--- config.mk ---
export PLATFORM = sky130hd
export DESIGN_NAME = rcr_regs
export DESIGN_NICKNAME = d
export VERILOG_FILES = /design/src/common/rcr_pkg.sv /design/src/design/rcr_pulse_timer.sv /design/src/design/rcr_regs.sv
export SDC_FILE = /design/constraint.sdc
export NUM_CORES = 1
export LEC_CHECK = 0
export ABC_AREA = 1
export BUFFER_PORTS_ARGS = -buffer_cell sky130_fd_sc_hd__buf_2
export CAP_MARGIN = 15
export CORE_MARGIN = 5
export CORE_UTILIZATION = 30
export CTS_BUF_LIST = sky130_fd_sc_hd__clkbuf_8
export CTS_CLUSTER_DIAMETER = 80
export CTS_CLUSTER_SIZE = 40
export DETAILED_ROUTE_END_ITERATION = 12
export SETUP_SLACK_MARGIN = 0.05
export SLEW_MARGIN = 25
export SYNTH_ARGS = -nofsm -noshare
export SYNTH_HDL_FRONTEND = slang
export SYNTH_HIERARCHICAL = 1
export SYNTH_SLANG_ARGS = --single-unit
--- constraint.sdc ---
create_clock -name aclk -period 3.9 [get_ports aclk]
set_input_delay 0.78 -clock aclk [delete_from_list [all_inputs] [get_ports aclk]]
set_output_delay 0.78 -clock aclk [all_outputs]
set_load 0.01 [all_outputs]
--- src/common/rcr_pkg.sv ---
// Package of register map, field layout and timing constants of the reset controller registers
`default_nettype none
package rcr_pkg;
  // ==========================================
  // Register offsets, interrupt registers placed above the mode register
  localparam logic [4:0] OFF_IRQ_STAT = 5'h0c;
  localparam logic [4:0] OFF_IRQ_CLEAR = 5'h10;
  localparam logic [4:0] OFF_IRQ_EN = 5'h14;
  localparam logic [4:0] OFF_CMD = 5'h00;
  localparam logic [4:0] OFF_STAT = 5'h04;
  localparam logic [4:0] OFF_MOD = 5'h08;
  // ==========================================
  // Fields
  localparam logic [7:0] KEY_VALUE = 8'ha5;
  localparam int KEY_MSB = 31;
  localparam int KEY_LSB = 24;
  localparam int CMD_CPU_BIT = 0;
  localparam int CMD_PERIPH_BIT = 2;
  localparam int CMD_PIN_BIT = 3;
  localparam int ST_FALL_BIT = 0;
  localparam int ST_CAUSE_LSB = 8;
  localparam int ST_LEVEL_BIT = 16;
  localparam int ST_BUSY_BIT = 17;
  localparam int MODE_EN_BIT = 0;
  localparam int MODE_IEN_BIT = 4;
  localparam int MODE_LEN_LSB = 8;
  localparam logic [31:0] MODE_MASK = 32'h0000_0f11;
  localparam logic [31:0] MODE_RESET = 32'h0000_0000;
  // Reset causes
  localparam logic [2:0] CAUSE_GENERAL = 3'h0;
  localparam logic [2:0] CAUSE_WAKEUP = 3'h1;
  localparam logic [2:0] CAUSE_WATCHDOG = 3'h2;
  localparam logic [2:0] CAUSE_SOFTWARE = 3'h3;
  localparam logic [2:0] CAUSE_USER = 3'h4;
  // Interrupt status bits
  localparam int IRQ_FALL_BIT = 0;
  localparam int IRQ_SWDONE_BIT = 1;
  localparam int IRQ_WIDTH = 2;
  // ==========================================
  // Timing, in slow-clock cycles
  localparam int SW_RESET_SLOW_CYCLES = 3;
  localparam logic [1:0] SW_RESET_COUNT = 2'(SW_RESET_SLOW_CYCLES);
  // Response codes
  localparam logic [1:0] RESP_OKAY = 2'h0;
  localparam logic [1:0] RESP_SLVERR = 2'h2;
endpackage
`default_nettype wire

--- src/design/rcr_pulse_timer.sv ---
// Slow-clock-enabled pulse timer for the external pin reset length
`timescale 1ns/1ps
`default_nettype none
module rcr_pulse_timer (
  input wire logic aclk,
  input wire logic aresetn,
  input wire logic start,
  input wire logic slow_tick,
  input wire logic [3:0] length_sel,
  output logic active
);
  logic [16:0] count_reg;
  logic [16:0] count_next;
  logic [16:0] load_value;
  logic active_next;

  // 2^(L+1) slow-clock cycles
  assign load_value = 17'(17'h1 << (5'(length_sel) + 5'h1));
  assign count_next = start ? load_value :
                      (active && slow_tick) ? 17'(count_reg - 17'h1) : count_reg;
  assign active_next = start | (active & ~(slow_tick && count_reg == 17'h1));

  always_ff @(posedge aclk) begin
    if (!aresetn) begin
      count_reg <= 17'h0;
      active <= 1'b0;
    end else begin
      count_reg <= count_next;
      active <= active_next;
    end
  end
endmodule // rcr_pulse_timer
`default_nettype wire

--- src/design/rcr_regs.sv ---
// Reset controller register block with AXI4-Lite slave and external pin handling
// Functional notes
// - Command and mode writes act only when bits 31:24 equal 0xa5.
// - Command bit 0 set with valid key resets the processor.
// - Command bit 2 set with valid key resets the peripherals.
// - Command bit 3 set with valid key drives the reset pin low.
// - Status cause field reads zero after backup power-up, one after core-only power-up.
// - Status bit 0 flags a pin falling edge since the last status read.
// - Status bits 10:8 hold the cause of the last processor reset.
// - Reading status leaves the reset cause unchanged.
// - Status bit 16 shows the pin level sampled on the master clock.
// - Status bit 17 is high while a software reset runs.
// - Mode bit 0 lets a low pin level trigger a user reset.
// - Mode bit 4 with user reset off routes the fall flag to interrupt.
// - Pin reset pulse lasts 2^(L+1) slow cycles, L in mode bits 11:8.
// - Status read clears the fall flag and its interrupt.
// - Command writes are ignored while the busy flag is set.
// - A software reset lasts three slow-clock cycles then busy clears.
// - Cause records software only when the processor bit was commanded.
`timescale 1ns/1ps
`default_nettype none
module rcr_regs (
  input wire logic aclk,
  input wire logic aresetn,
  input wire logic [4:0] s_axi_awaddr,
  input wire logic s_axi_awvalid,
  output logic s_axi_awready,
  input wire logic [31:0] s_axi_wdata,
  input wire logic [3:0] s_axi_wstrb,
  input wire logic s_axi_wvalid,
  output logic s_axi_wready,
  output logic [1:0] s_axi_bresp,
  output logic s_axi_bvalid,
  input wire logic s_axi_bready,
  input wire logic [4:0] s_axi_araddr,
  input wire logic s_axi_arvalid,
  output logic s_axi_arready,
  output logic [31:0] s_axi_rdata,
  output logic [1:0] s_axi_rresp,
  output logic s_axi_rvalid,
  input wire logic s_axi_rready,
  input wire logic slow_clk_in,
  input wire logic backup_power_up,
  input wire logic watchdog_reset,
  input wire logic pin_in,
  output logic pin_out,
  output logic pin_oe,
  output logic cpu_reset,
  output logic periph_reset,
  output logic irq
);
  // ==========================================
  // Synchronisers
  logic [1:0] pin_sync_reg;
  logic [1:0] slow_sync_reg;
  logic pin_level_reg;
  logic slow_prev_reg;
  logic slow_tick;
  logic pin_fall;

  always_ff @(posedge aclk) begin
    if (!aresetn) begin
      pin_sync_reg <= 2'h3;
      slow_sync_reg <= 2'h0;
      pin_level_reg <= 1'b1;
      slow_prev_reg <= 1'b0;
    end else begin
      pin_sync_reg <= {pin_sync_reg[0], pin_in};
      slow_sync_reg <= {slow_sync_reg[0], slow_clk_in};
      pin_level_reg <= pin_sync_reg[1];
      slow_prev_reg <= slow_sync_reg[1];
    end
  end
  assign slow_tick = slow_sync_reg[1] & ~slow_prev_reg;
  assign pin_fall = pin_level_reg & ~pin_sync_reg[1];

  // ==========================================
  // AXI4-Lite write channel
  logic aw_held_reg;
  logic w_held_reg;
  logic [4:0] awaddr_reg;
  logic [31:0] wdata_reg;
  logic [3:0] wstrb_reg;
  logic wr_fire;
  logic wr_full;
  logic key_ok;
  logic wr_cmd;
  logic wr_mode;
  logic wr_clr;
  logic wr_en;
  logic wr_known;

  assign wr_fire = aw_held_reg && w_held_reg && !s_axi_bvalid;
  assign wr_full = (wstrb_reg == 4'hf);
  assign key_ok = (wdata_reg[rcr_pkg::KEY_MSB:rcr_pkg::KEY_LSB] == rcr_pkg::KEY_VALUE);
  assign wr_known = (awaddr_reg == rcr_pkg::OFF_CMD) || (awaddr_reg == rcr_pkg::OFF_STAT) ||
                    (awaddr_reg == rcr_pkg::OFF_MOD) || (awaddr_reg == rcr_pkg::OFF_IRQ_STAT) ||
                    (awaddr_reg == rcr_pkg::OFF_IRQ_CLEAR) || (awaddr_reg == rcr_pkg::OFF_IRQ_EN);
  assign wr_cmd = wr_fire && wr_full && key_ok && awaddr_reg == rcr_pkg::OFF_CMD;
  assign wr_mode = wr_fire && wr_full && key_ok && awaddr_reg == rcr_pkg::OFF_MOD;
  assign wr_clr = wr_fire && wr_full && awaddr_reg == rcr_pkg::OFF_IRQ_CLEAR;
  assign wr_en = wr_fire && wr_full && awaddr_reg == rcr_pkg::OFF_IRQ_EN;

  always_ff @(posedge aclk) begin
    if (!aresetn) begin
      aw_held_reg <= 1'b0;
      w_held_reg <= 1'b0;
      awaddr_reg <= 5'h0;
      wdata_reg <= 32'h0;
      wstrb_reg <= 4'h0;
      s_axi_awready <= 1'b0;
      s_axi_wready <= 1'b0;
      s_axi_bvalid <= 1'b0;
      s_axi_bresp <= rcr_pkg::RESP_OKAY;
    end else begin
      s_axi_awready <= !aw_held_reg && !s_axi_awready && s_axi_awvalid;
      s_axi_wready <= !w_held_reg && !s_axi_wready && s_axi_wvalid;
      if (s_axi_awvalid && s_axi_awready) begin
        aw_held_reg <= 1'b1;
        awaddr_reg <= s_axi_awaddr;
      end
      if (s_axi_wvalid && s_axi_wready) begin
        w_held_reg <= 1'b1;
        wdata_reg <= s_axi_wdata;
        wstrb_reg <= s_axi_wstrb;
      end
      if (wr_fire) begin
        aw_held_reg <= 1'b0;
        w_held_reg <= 1'b0;
        s_axi_bvalid <= 1'b1;
        s_axi_bresp <= wr_known ? rcr_pkg::RESP_OKAY : rcr_pkg::RESP_SLVERR;
      end else if (s_axi_bready) begin
        s_axi_bvalid <= 1'b0;
      end
    end
  end

  // ==========================================
  // Mode register
  logic [31:0] mode_reg;
  logic pin_reset_enable;
  logic pin_fall_irq_enable;
  logic [3:0] pin_pulse_length;

  always_ff @(posedge aclk) begin
    if (!aresetn) begin
      mode_reg <= rcr_pkg::MODE_RESET;
    end else if (wr_mode) begin
      mode_reg <= wdata_reg & rcr_pkg::MODE_MASK;
    end
  end
  assign pin_reset_enable = mode_reg[rcr_pkg::MODE_EN_BIT];
  assign pin_fall_irq_enable = mode_reg[rcr_pkg::MODE_IEN_BIT];
  assign pin_pulse_length = mode_reg[rcr_pkg::MODE_LEN_LSB +: 4];

  // ==========================================
  // Software reset sequencing
  logic busy_reg;
  logic [1:0] sw_count_reg;
  logic cmd_cpu_reg;
  logic cmd_periph_reg;
  logic cmd_go;
  logic sw_done;
  logic pin_start;
  logic pin_active;

  assign cmd_go = wr_cmd && !busy_reg &&
                  (wdata_reg[rcr_pkg::CMD_CPU_BIT] || wdata_reg[rcr_pkg::CMD_PERIPH_BIT] ||
                   wdata_reg[rcr_pkg::CMD_PIN_BIT]);
  assign sw_done = busy_reg && slow_tick && sw_count_reg == 2'h1;
  assign pin_start = cmd_go && wdata_reg[rcr_pkg::CMD_PIN_BIT];

  always_ff @(posedge aclk) begin
    if (!aresetn) begin
      busy_reg <= 1'b0;
      sw_count_reg <= 2'h0;
      cmd_cpu_reg <= 1'b0;
      cmd_periph_reg <= 1'b0;
    end else if (cmd_go) begin
      busy_reg <= 1'b1;
      sw_count_reg <= rcr_pkg::SW_RESET_COUNT;
      cmd_cpu_reg <= wdata_reg[rcr_pkg::CMD_CPU_BIT];
      cmd_periph_reg <= wdata_reg[rcr_pkg::CMD_PERIPH_BIT];
    end else if (sw_done) begin
      busy_reg <= 1'b0;
      sw_count_reg <= 2'h0;
      cmd_cpu_reg <= 1'b0;
      cmd_periph_reg <= 1'b0;
    end else if (busy_reg && slow_tick) begin
      sw_count_reg <= 2'(sw_count_reg - 2'h1);
    end
  end

  rcr_pulse_timer u_pulse (
    .aclk(aclk),
    .aresetn(aresetn),
    .start(pin_start),
    .slow_tick(slow_tick),
    .length_sel(pin_pulse_length),
    .active(pin_active)
  );

  // ==========================================
  // User reset from the pin, ignored while this block drives it or a software reset runs
  logic user_reset;
  assign user_reset = pin_reset_enable && !pin_level_reg && !pin_active && !busy_reg;

  always_ff @(posedge aclk) begin
    if (!aresetn) begin
      cpu_reset <= 1'b0;
      periph_reset <= 1'b0;
      pin_out <= 1'b0;
      pin_oe <= 1'b0;
    end else begin
      cpu_reset <= (cmd_go && wdata_reg[rcr_pkg::CMD_CPU_BIT]) ||
                   (cmd_cpu_reg && !sw_done) || user_reset;
      periph_reset <= (cmd_go && wdata_reg[rcr_pkg::CMD_PERIPH_BIT]) ||
                      (cmd_periph_reg && !sw_done) || user_reset;
      pin_out <= 1'b0;
      pin_oe <= pin_start || pin_active;
    end
  end

  // ==========================================
  // Reset cause, caught after reset release and on each later watchdog, processor software or user reset
  logic [2:0] cause_reg;
  logic cause_init_reg;
  logic user_seen_reg;

  always_ff @(posedge aclk) begin
    if (!aresetn) begin
      cause_reg <= rcr_pkg::CAUSE_WAKEUP;
      cause_init_reg <= 1'b0;
      user_seen_reg <= 1'b0;
    end else begin
      cause_init_reg <= 1'b1;
      if (!cause_init_reg) begin
        cause_reg <= backup_power_up ? rcr_pkg::CAUSE_GENERAL : rcr_pkg::CAUSE_WAKEUP;
      end else if (watchdog_reset) begin
        cause_reg <= rcr_pkg::CAUSE_WATCHDOG;
      end else if (sw_done && cmd_cpu_reg) begin
        cause_reg <= rcr_pkg::CAUSE_SOFTWARE;
      end else if (user_seen_reg && !user_reset) begin
        cause_reg <= rcr_pkg::CAUSE_USER;
      end
      user_seen_reg <= user_reset;
    end
  end

  // ==========================================
  // Status, fall flag and interrupts
  logic fall_flag_reg;
  logic [rcr_pkg::IRQ_WIDTH-1:0] irq_stat_reg;
  logic [rcr_pkg::IRQ_WIDTH-1:0] irq_en_reg;
  logic [rcr_pkg::IRQ_WIDTH-1:0] irq_set;
  logic rd_fire;
  logic rd_status;
  logic fall_irq;
  logic [31:0] status_word;
  logic [31:0] rd_word;

  assign rd_fire = s_axi_arvalid && s_axi_arready;
  assign rd_status = rd_fire && s_axi_araddr == rcr_pkg::OFF_STAT;
  assign fall_irq = fall_flag_reg && pin_fall_irq_enable && !pin_reset_enable;
  assign irq_set = {sw_done, pin_fall};
  assign status_word = {14'h0, busy_reg, pin_level_reg, 5'h0, cause_reg, 7'h0,
                        fall_flag_reg};
  assign rd_word = (s_axi_araddr == rcr_pkg::OFF_STAT) ? status_word :
                   (s_axi_araddr == rcr_pkg::OFF_MOD) ? mode_reg :
                   (s_axi_araddr == rcr_pkg::OFF_IRQ_STAT) ? 32'(irq_stat_reg) :
                   (s_axi_araddr == rcr_pkg::OFF_IRQ_EN) ? 32'(irq_en_reg) : 32'h0;

  always_ff @(posedge aclk) begin
    if (!aresetn) begin
      fall_flag_reg <= 1'b0;
      irq_stat_reg <= '0;
      irq_en_reg <= '0;
      irq <= 1'b0;
    end else begin
      fall_flag_reg <= pin_fall | (fall_flag_reg & ~rd_status);
      irq_stat_reg <= irq_set | (irq_stat_reg & ~(wr_clr ? wdata_reg[1:0] : 2'h0));
      if (wr_en) begin
        irq_en_reg <= wdata_reg[1:0];
      end
      irq <= fall_irq || |(irq_stat_reg & irq_en_reg & 2'h2);
    end
  end

  // ==========================================
  // AXI4-Lite read channel
  always_ff @(posedge aclk) begin
    if (!aresetn) begin
      s_axi_arready <= 1'b0;
      s_axi_rvalid <= 1'b0;
      s_axi_rdata <= 32'h0;
      s_axi_rresp <= rcr_pkg::RESP_OKAY;
    end else begin
      s_axi_arready <= !s_axi_arready && !s_axi_rvalid && s_axi_arvalid;
      if (rd_fire) begin
        s_axi_rvalid <= 1'b1;
        s_axi_rdata <= rd_word;
        s_axi_rresp <= (s_axi_araddr == rcr_pkg::OFF_CMD || s_axi_araddr == rcr_pkg::OFF_STAT ||
                        s_axi_araddr == rcr_pkg::OFF_MOD || s_axi_araddr == rcr_pkg::OFF_IRQ_STAT ||
                        s_axi_araddr == rcr_pkg::OFF_IRQ_CLEAR || s_axi_araddr == rcr_pkg::OFF_IRQ_EN)
                       ? rcr_pkg::RESP_OKAY : rcr_pkg::RESP_SLVERR;
      end else if (s_axi_rready) begin
        s_axi_rvalid <= 1'b0;
      end
    end
  end
endmodule // rcr_regs
`default_nettype wire

## Yosys cells after proc, flatten, opt, wreduce, memory -nomap -nowiden

Index checks and enable logic that the tools add are counted.

| word-level totals | value |
|---|---|
| output and inout bits | 46 |
| register bits after elaboration | 133 |
| bits of input ports | 57 |
| logic and storage cells | 169 |

| operators by class | value |
|---|---|
| shift-type cells | 1 |
| $add $sub $neg | 3 |
| bitwise operators | 15 |
| multiplexer cells | 26 |
| eq/ne operators | 15 |
| reduce and logical (&&, ||, !) cells | 75 |

Operator list:

| operator | number |
|---|---|
| $logic_and 1x1->1 | 36 |
| $mux 17 | 2 |
| $eq 5x4->1 const B | 4 |
| $eq 5x5->1 const B | 4 |
| $logic_or 1x1->1 | 18 |
| $mux 18 | 1 |
| $eq 17x1->1 const B | 1 |
| $shl 1x5->17 const A | 1 |
| $sub 17x1->17 const B | 1 |
| $mux 2 | 8 |
| $logic_not 1->1 | 13 |
| $mux 12 | 1 |
| $mux 3 | 4 |
| $eq 5x3->1 const B | 2 |
| $logic_not 5->1 | 2 |
| $mux 1 | 10 |
| $eq 8x8->1 const B | 1 |
| $reduce_bool 2->1 | 4 |
| $add 4x1->5 const B | 1 |
| $not 1->1 | 5 |
| $and 1x1->1 | 4 |
| $and 2x2->2 | 2 |
| $eq 4x4->1 const B | 1 |
| $ne 4x2->1 const B | 1 |
| other kinds (7) | 8 |

## Depth between registers and ports, before layout

Gate-level depths: netlist of run 1.

| depth | value |
|---|---|
| word-level depth | 10 |
| depth in mapped cells | 14 |
| depth with buffers taken out | 13 |

## Modules after synthesis

Netlist of run 1, hierarchy kept.

By module, submodules not included:

| module | cells an instance | area an instance (sq um) | instances | sequential area each (sq um) |
|---|---|---|---|---|
| rcr_regs | 410 | 3134.3 | 1 | 1501.4 |
| rcr_pulse_timer | 204 | 1317.5 | 1 | 360.3 |

## Worst setup path before layout of run 1

Ideal clock, no wire load.

| path | value |
|---|---|
| kind | register -> register |
| start point | register awaddr_reg[0] |
| end point | register u_pulse.count_reg[16] |
| cell stages (with the launch flop) | 12 |
| setup slack | 2182 ps |
| buffers on the path | 1 |
| period minus slack after synthesis | 1718 ps |
| library setup time | 109 ps |
| arrival | 1610 ps |
| data required time | 3791 ps |
| cells stage by stage | dfxtp_1 -> nor2_2 -> nand3_1 -> nor2_2 -> nand3_2 -> inv_1 -> nor2_2 -> inv_2 -> buf_2 -> nand3_1 -> nand2_1 -> inv_1 |

| between the ends | value |
|---|---|
| cells in the longest elaborated chain, start to end | 6 |
| elaborated cells on any way between the ends | 7 |
| classes of those cells | mux: 1; reduce/logical: 6 |

RTL lines:

| what | RTL line | RTL |
|---|---|---|
| from (decl) | rcr_regs.sv:81 | `logic [4:0] awaddr_reg;` |
| from (signal assigned) | rcr_regs.sv:120 | `awaddr_reg <= s_axi_awaddr;` |
| $logic_not 5->1 (*) | rcr_regs.sv:99 | `assign wr_cmd = wr_fire && wr_full && key_ok && awaddr_reg == rcr_pkg::OFF_CMD;` |
| $logic_and 1x1->1 (*) | rcr_regs.sv:99 |  |
| $logic_and 1x1->1 (*) (2 in a row) | rcr_regs.sv:167 | `assign cmd_go = wr_cmd && !busy_reg &&` |
| $logic_and 1x1->1 (*) | rcr_regs.sv:171 | `assign pin_start = cmd_go && wdata_reg[rcr_pkg::CMD_PIN_BIT];` |
| net pin_start | rcr_regs.sv:164 | `logic pin_start;` |
| $mux 17 / $reduce_bool 2->1 (equally long branches) | - |  |
| to (signal assigned) | rcr_pulse_timer.sv:28 | `count_reg <= count_next;` |
| to (decl) | rcr_pulse_timer.sv:12 | `logic [16:0] count_reg;` |

Mark *: on every way through the listed nets, which the timed path passes. The rest lies on a longest branch.
A chain may end at the register's enable or synchronous reset.

## Worst setup path in the final report of run 1

| path | value |
|---|---|
| start point | register w_held_reg |
| end point | register u_pulse.count_reg[1] |

| between the ends | value |
|---|---|
| cells in the longest elaborated chain, start to end | 9 |
| elaborated cells on any way between the ends | 10 |
| classes of those cells | mux: 1; reduce/logical: 9 |

RTL lines:

| what | RTL line | RTL |
|---|---|---|
| from (decl) | rcr_regs.sv:80 | `logic w_held_reg;` |
| from (signal assigned) | rcr_regs.sv:107 | `w_held_reg <= 1'b0;` |
| from (signal assigned) | rcr_regs.sv:123 | `w_held_reg <= 1'b1;` |
| from (signal assigned) | rcr_regs.sv:129 | `w_held_reg <= 1'b0;` |
| $logic_and 1x1->1 (*) (2 in a row) | rcr_regs.sv:93 | `assign wr_fire = aw_held_reg && w_held_reg && !s_axi_bvalid;` |
| $logic_and 1x1->1 (*) (3 in a row) | rcr_regs.sv:99 |  |
| $logic_and 1x1->1 (*) (2 in a row) | rcr_regs.sv:167 |  |
| $logic_and 1x1->1 (*) | rcr_regs.sv:171 |  |
| net pin_start | rcr_regs.sv:164 |  |
| $mux 17 / $reduce_bool 2->1 (equally long branches) | - |  |

Marked as above.

==> impl_metrics.toml, run 1 <==
[status]
run_status = "completed"

[timing]
period_minus_slack_ns = 2.32
tightest_slew_ns = 0.761
maxSlewViolCount = 0
skew_ns = 0.0129
timing.fmax_mhz = 430
rsz0062_at_grt = "no"
tns_ns = 0
finalSetupViolations = 0
finalHoldViolCount = 0
fin_crit_sh_pct = 59.6
maxSlewHeadroom_pct = 49.1

[synthesis]
synthTopCellsByCount = "nand2_1 (107), dfxtp_1 (93), nor2_1 (83)"
syn_area_um2 = 4450
yosysTopAreaCellShare_pct = 41.8
synth_simple_gate_area_share_pct = 29.7
synth_fa_ha_area_share_pct = 0.843
synth_mux_area_share_pct = 0
synth_area_leaders = "dfxtp_1 (42%), nand2_1 (9.0%), nor2_1 (7.0%), a21oi_1 (5.6%), nand3_1 (4.7%)"
synth-edff-count = 0
netlist.top_cell.by_area = "dfxtp_1"
yosysMostFrequentCell = "nand2_1"
syn_area_per_cell_um2 = 7.25
synth_top_family_by_area = "simple AND/OR/NAND/NOR gates"
synth_seq_cells = 93
synth_seq_area_share_pct = 41.8
synth_ff_type = "dfxtp_1"
ys_types = 36
netlist_instances = 614
synth_compound_area_share_pct = 14.5
yosysWarnings = 6
async_flop_share_pct = 0
synth_xor_area_share_pct = 1.18

[setup_path]
worst_path_most_repeated_cell = "nor2_4"
rr_worst_depth = 10
path_cells = "nand2_2, nor2_4, nand2_2, nor2_4, nand3_2, inv_1, inv_2, nor2_4, nand3_1, a221oi_2"
cpPeakStageDelay_ns = 0.39
critPathCaptureType = "flip-flop"
crit_type = "flip-flop to flip-flop"
crit_fanout = 22
critPathRequiredTime_ns = 4.19
ff2ff_setup_slack_ns = 1.58
worstPathArrival_ns = 2.61
cp_slowest_cell = "dfxtp_1"
rr_startpoint = "w_held_reg"
r2r-end = "u_pulse/count_reg[1]"
startpoint_type = "flip-flop"

[clock_network]
cts_setup_buffers = 0
clock-root-buffer = "clkbuf_8"
htree_levels = 3
cts.clk_slew.worst_paths_ns = 0.10
cts.sinks = 93
cts_tree = "yes"
numCtsBuffers = 9
cts-resized-gates = 0
clock_latency_ns = 0.38
clk_path_buf_depth = 2
hold_buffers = 0

[floorplanning]
floorplan.rows = 44
start_util_pct = 30.6
pin_count = 103
coreArea_um2 = 14500
die_w_um = 132
die_h_um = 132
fp.dieArea_um2 = 17400

[route]
final_antenna_net_count = 0
firstDrtPassIters = 4
drt-wirelength-per-cell_um = 12.1
via_per_inst = 4.56
routed_wl_um = 10300
dr.first_iter.drc_count = 199
drc = 0
vias = 3896

[grt]
antenna_found_initial = 0
grt_pass1_wl_um = 17800
grt_pass1_vias = 3641
grt-busiest-layer = "met2"
grt_use_met3_pct = 3.13
grt_max_degree = 43
track_usage_pct = 12.2
grt_use_met1_pct = 17.4
use_met2_pct = 17.7
grt_overflow = 0

[layout]
diodes = 0
nets = 725
stdcell_area_um2 = 5000
final_layout_size_suffix_gt1_share_pct = 18.2
syn2layout_area_growth_pct = 12.4
n_fill_cell = 1602

[power_and_ir_drop]
p_per_area_nw_per_um2 = 356
p_leak_nw = 2.23
ir_worst_vdd_mv = 0.160

[hold_path]
min_path_cells = 1
worstHoldEndpoint = "pin_sync_reg[1]"
min_from = "pin_sync_reg[0]"
hold_path.class = "flip-flop to flip-flop"

[placed_design]
port_buffers = 61
placed_cell_area_um2 = 4790
place_hpwl_um = 7450
gp_congestion = 0.798

[run]
cap_violations = 0
[worst max path at each step]
stage | start | to | cells after the start
2_1_floorplan | awaddr_reg[0] | u_pulse/count_reg[16] | 11
3_3_place_gp | w_held_reg | u_pulse/count_reg[9] | 11
3_5_place_dp | w_held_reg | u_pulse/count_reg[1] | 10
4_1_cts | w_held_reg | u_pulse/count_reg[1] | 10
5_1_grt | w_held_reg | u_pulse/count_reg[1] | 10
6_report | w_held_reg | u_pulse/count_reg[1] | 10
[cell usage in the layout, fill, tap and decap left out, types with 2 or more instances in the layout]
| cell type | n |
|---|---|
| conb_1 | 26 |
| ha_1 | 3 |
| nand2_2 | 5 |
| a31oi_1 | 9 |
| o21ai_1 | 3 |
| a41oi_1 | 2 |
| buf_2 | 61 |
| nand2_1 | 107 |
| clkinvlp_4 | 2 |
| clkbuf_8 | 9 |
| nand4_1 | 16 |
| o211ai_1 | 4 |
| nand3_1 | 42 |
| xor2_1 | 2 |
| nor2_4 | 6 |
| dfxtp_1 | 93 |
| o21ai_0 | 42 |
| nand2_4 | 2 |
| inv_2 | 9 |
| nor3_1 | 5 |
| inv_1 | 52 |
| or2_1 | 2 |
| a21oi_1 | 50 |
| nor2_1 | 83 |
| a21oi_2 | 4 |
| xnor2_1 | 4 |
| nand3_2 | 4 |
| nor2_2 | 10 |
[per-stage QoR]
stage	cells	hold WS [ns]	util [%]	total power, mW	setup WS (ns)
finish	854	0.416	34.4	1.78	1.58
global route	854	0.453	34.4	1.86	1.28
CTS	854	0.420	34.4	1.81	1.58
detailed placement	838	0.394	33.0	1.13	1.60
global placement	838	0.397	33.0	1.13	1.62
floorplan	639	0.386	-	1.10	2.18
[cell families after synthesis]
kind of cell / after synthesis
buffers and inverters: 109
AND/OR/NAND/NOR: 285
flip-flops: 93
other: 1
XOR/XNOR: 6
AO/OA/AOI/OAI: 117
adder cells (fa/ha/maj): 3
[worst max-delay path, delay by kind of cell (launching register included)]
family,cells,cell delay [ns]
compound gates,1,0.24
simple gates,7,1.11
buf+inv,2,0.49
flops,1,0.39
[layout make-up]
type,instances,area (um2),area share [%]
tap,184,230,4.60
timing repair buffer,62,313,6.25
clock inverter,7,86.3,1.73
sequential,93,1860,37.2
clock buffer,9,124,2.48
multi-input combinational,437,2150,43.1
inverter,62,233,4.65
[routing by layer]
metal  wire length (um)  vias up
met1               5440     1730
li1                   -     2058
met5                  0        -
met3                524       11
met2               4220       97
met4                141        0
[power by group]
part / internal (mW) / leakage [nW] / total [mW] / switching (mW)
Clock: 0.306 / 0.100 / 0.678 / 0.372
Sequential: 0.972 / 0.755 / 0.987 / 0.0143
Combinational: 0.0398 / 1.38 / 0.117 / 0.0777
Power figures use the tool's default switching activity.
==> run 2, diff against run 1 <==
--- a/config.mk
+++ b/config.mk
@@ -5,7 +5,7 @@
 export SDC_FILE = /design/constraint.sdc
 export NUM_CORES = 1
 export LEC_CHECK = 0
-export ABC_AREA = 1
+export ABC_AREA = 0
 export BUFFER_PORTS_ARGS = -buffer_cell sky130_fd_sc_hd__buf_2
 export CAP_MARGIN = 15
 export CORE_MARGIN = 5
==> constraint.sdc (replaced) <==
create_clock -name aclk -period 2.3 [get_ports aclk]
set_input_delay 0.46 -clock aclk [delete_from_list [all_inputs] [get_ports aclk]]
set_output_delay 0.46 -clock aclk [all_outputs]
set_load 0.01 [all_outputs]
==> run 2 against run 1 <==
  * The run now ends with setup timing left
  * Via count decreased by 1.6%
  * Hold slack got worse by 0.13 ns
  * Synthesized cell count decreased by 18%
  * Setup slack got worse by 1.9 ns
  * Non-clock buffer count increased by 39
  * Cell count decreased by 9.1%
  * Power increased by 63%
  * Critical endpoint is now u_pulse/count_reg[2]
  * Highest routed layer unchanged
==> impl_metrics.toml, run 2 <==
[clock_network]
clock-root-buffer = "clkbuf_8"
clk_path_buf_depth = 2
htree_levels = 3
clock_latency_ns = 0.37
numCtsBuffers = 9
cts_tree = "yes"
cts.sinks = 93
cts.clk_slew.worst_paths_ns = 0.10
hold_buffers = 0

[setup_path]
path_cells = "or2_4, or4_4, or4_4, nor2_4, or3b_4, nor2_2, o21ai_0, a21oi_1"
ff2ff_setup_slack_ns = -0.32
cpPeakStageDelay_ns = 0.54
crit_fanout = 5
startpoint_type = "flip-flop"
critPathRequiredTime_ns = 2.61
critPathCaptureType = "flip-flop"
crit_type = "flip-flop to flip-flop"
cp_slowest_cell = "or4_4"
worstSetupEndpoint = "u_pulse/count_reg[2]"
worst_path_most_repeated_cell = "or4_4"
critPathBufInv = 0
worst-path-stages = 8
rr_startpoint = "awaddr_reg[1]"
worstPathArrival_ns = 2.93
rr_worst_depth = 8
cp-startpoint = "awaddr_reg[1]"
r2r-end = "u_pulse/count_reg[2]"
critical_path.top_delay_family = "simple AND/OR/NAND/NOR gates"

[synthesis]
synth_area_leaders = "dfxtp_1 (44%), nand2_1 (8.1%), a21oi_1 (5.7%), buf_4 (4.6%), mux2i_1 (3.1%)"
syn_area_per_cell_um2 = 8.42
synth_mux_area_share_pct = 3.34
ys_types = 60
synth_fa_ha_area_share_pct = 0.887
synth_compound_area_share_pct = 15.7
async_flop_share_pct = 0
yosysWarnings = 6
netlist_instances = 503
synth_seq_cells = 93
synth_top_family_by_area = "simple AND/OR/NAND/NOR gates"
synth_simple_gate_area_share_pct = 27.5
netlist.top_cell.by_area = "dfxtp_1"
yosysTopAreaCellShare_pct = 44.0
synthTopCellsByCount = "dfxtp_1 (93), nand2_1 (91), a21oi_1 (48)"
synth_ff_type = "dfxtp_1"
synth_seq_area_share_pct = 44.0
synth_xor_area_share_pct = 0.827
synth-edff-count = 0
yosysMostFrequentCell = "dfxtp_1"
syn_area_um2 = 4230

[placed_design]
gp_congestion = 0.889
pre_cts_slack_ns = -0.293
placedCellCount = 757
placed_cell_area_um2 = 4890
port_buffers = 61
place_hpwl_um = 8290

[layout]
layout_commonest_cell = "dfxtp_1"
diodes = 0
nets = 651
syn2layout_area_growth_pct = 21.5
final_layout_size_suffix_gt1_share_pct = 24.8
fin_cells = 776
final_cell_mix = "dfxtp_1 (92), nand2_1 (91), buf_2 (61)"
stdcell_area_um2 = 5140
n_fill_cell = 1444
final_core_util_pct = 37.1

[route]
via_per_inst = 4.94
firstDrtPassIters = 4
dr.first_iter.drc_count = 178
final_antenna_net_count = 0
routed_wl_um = 10900
drt-wirelength-per-cell_um = 14.1
drc = 0
vias = 3835

[floorplanning]
coreArea_um2 = 13900
pin_count = 103
fp.dieArea_um2 = 16600
die_h_um = 129
die_w_um = 129
start_util_pct = 30.5
floorplan.rows = 43

[timing]
rsz0062_at_grt = "yes"
maxSlewHeadroom_pct = 56.6
finalSetupViolations = 17
period_minus_slack_ns = 2.62
fin_ws_ns = -0.319
maxSlewViolCount = 0
tightest_slew_ns = 0.649
skew_ns = 0.0111
finalHoldViolCount = 0
timing.fmax_mhz = 382
fin_crit_sh_pct = 114

[hold_path]
min_path_cells = 2
min_from = "pin_in"
hold_path.class = "primary input to flip-flop"

[status]
failed_checks = "setup timing"
run_status = "complete, but fails checks"

[grt]
grt_pass1_wl_um = 17800
grt_pass1_vias = 3651
grt_max_degree = 25
antenna_found_initial = 0
track_usage_pct = 13.3
grt_overflow = 0

[run]
cap_violations = 0

[power_and_ir_drop]
ir_worst_vdd_mv = 0.362
p_total_mw = 2.91
p_leak_nw = 2.08
p_per_area_nw_per_um2 = 565
==> run 2: what timing repair did <==
| item | 4_1_cts | 5_1_grt |
|---|---|---|
| resized for setup | 0 | 9 |
| pin swaps | 0 | 1 |
| setup endpoints to repair | 18 | 19 |
| hold endpoints to repair | 0 | 0 |
| buffers inserted | 0 | 3 |
==> run 2: cell families (layout without fill, tap and decap cells) <==
family / Yosys count / after routing
XOR/XNOR: 4 / 4
AND/OR/NAND/NOR: 226 / 226
buffers and inverters: 57 / 125
adder cells (fa/ha/maj): 3 / 3
multiplexers: 14 / 14
flip-flops: 93 / 93
AO/OA/AOI/OAI: 105 / 105
other: 1 / 26
==> run 2: through the flow <==
| step | setup TNS, ns | hold slack [ns] |
|---|---|---|
| after CTS | -4.13 | 0.272 |
| after detailed placement | -3.71 | 0.402 |
| after floorplan | -2.70 | 0.386 |
| after global routing | -5.97 | 0.282 |
| final | -3.95 | 0.288 |
| after global placement | -3.21 | 0.402 |
==> run 2: routing by layer <==
| layer | GRT usage (%) | vias to the layer above | wire length [um] |
|---|---|---|---|
| li1 | - | 1898 | - |
| met1 | 17.7 | 1789 | 5040 |
| met2 | 20.9 | 129 | 5010 |
| met3 | 2.66 | 19 | 644 |
| met4 | 5.56 | 0 | 223 |
| met5 | 0 | - | 0 |
==> run 2: layout make-up <==
cell class | count | area (um2) | area share (%)
inverters | 8 | 30.0 | 0.584
flip-flops and latches | 93 | 1860 | 36.2
well taps | 180 | 225 | 4.38
multi-input cells | 378 | 2210 | 42.9
clock inverters | 6 | 45.0 | 0.875
repair buffers | 101 | 638 | 12.4
clock buffers | 10 | 138 | 2.68
==> run 2: how the worst min path moves through the flow <==
| stage | endpoint | slack (ns) |
|---|---|---|
| final | pin_sync_reg[0] | 0.29 |
| after global routing | pin_sync_reg[0] | 0.28 |
| after CTS | pin_sync_reg[0] | 0.27 |
| after detailed placement | pin_sync_reg[1] | 0.40 |
| after global placement | pin_sync_reg[1] | 0.40 |
| after floorplan | pin_sync_reg[1] | 0.39 |
==> run 2: report_power, final <==
group / total, mW / switching, mW / leakage [nW] / internal (mW)
combinational: 0.203 / 0.122 / 1.23 / 0.0807
sequential: 1.66 / 0.0193 / 0.754 / 1.64
clock: 1.04 / 0.614 / 0.0907 / 0.428
total: 2.91 / 0.756 / 2.08 / 2.15
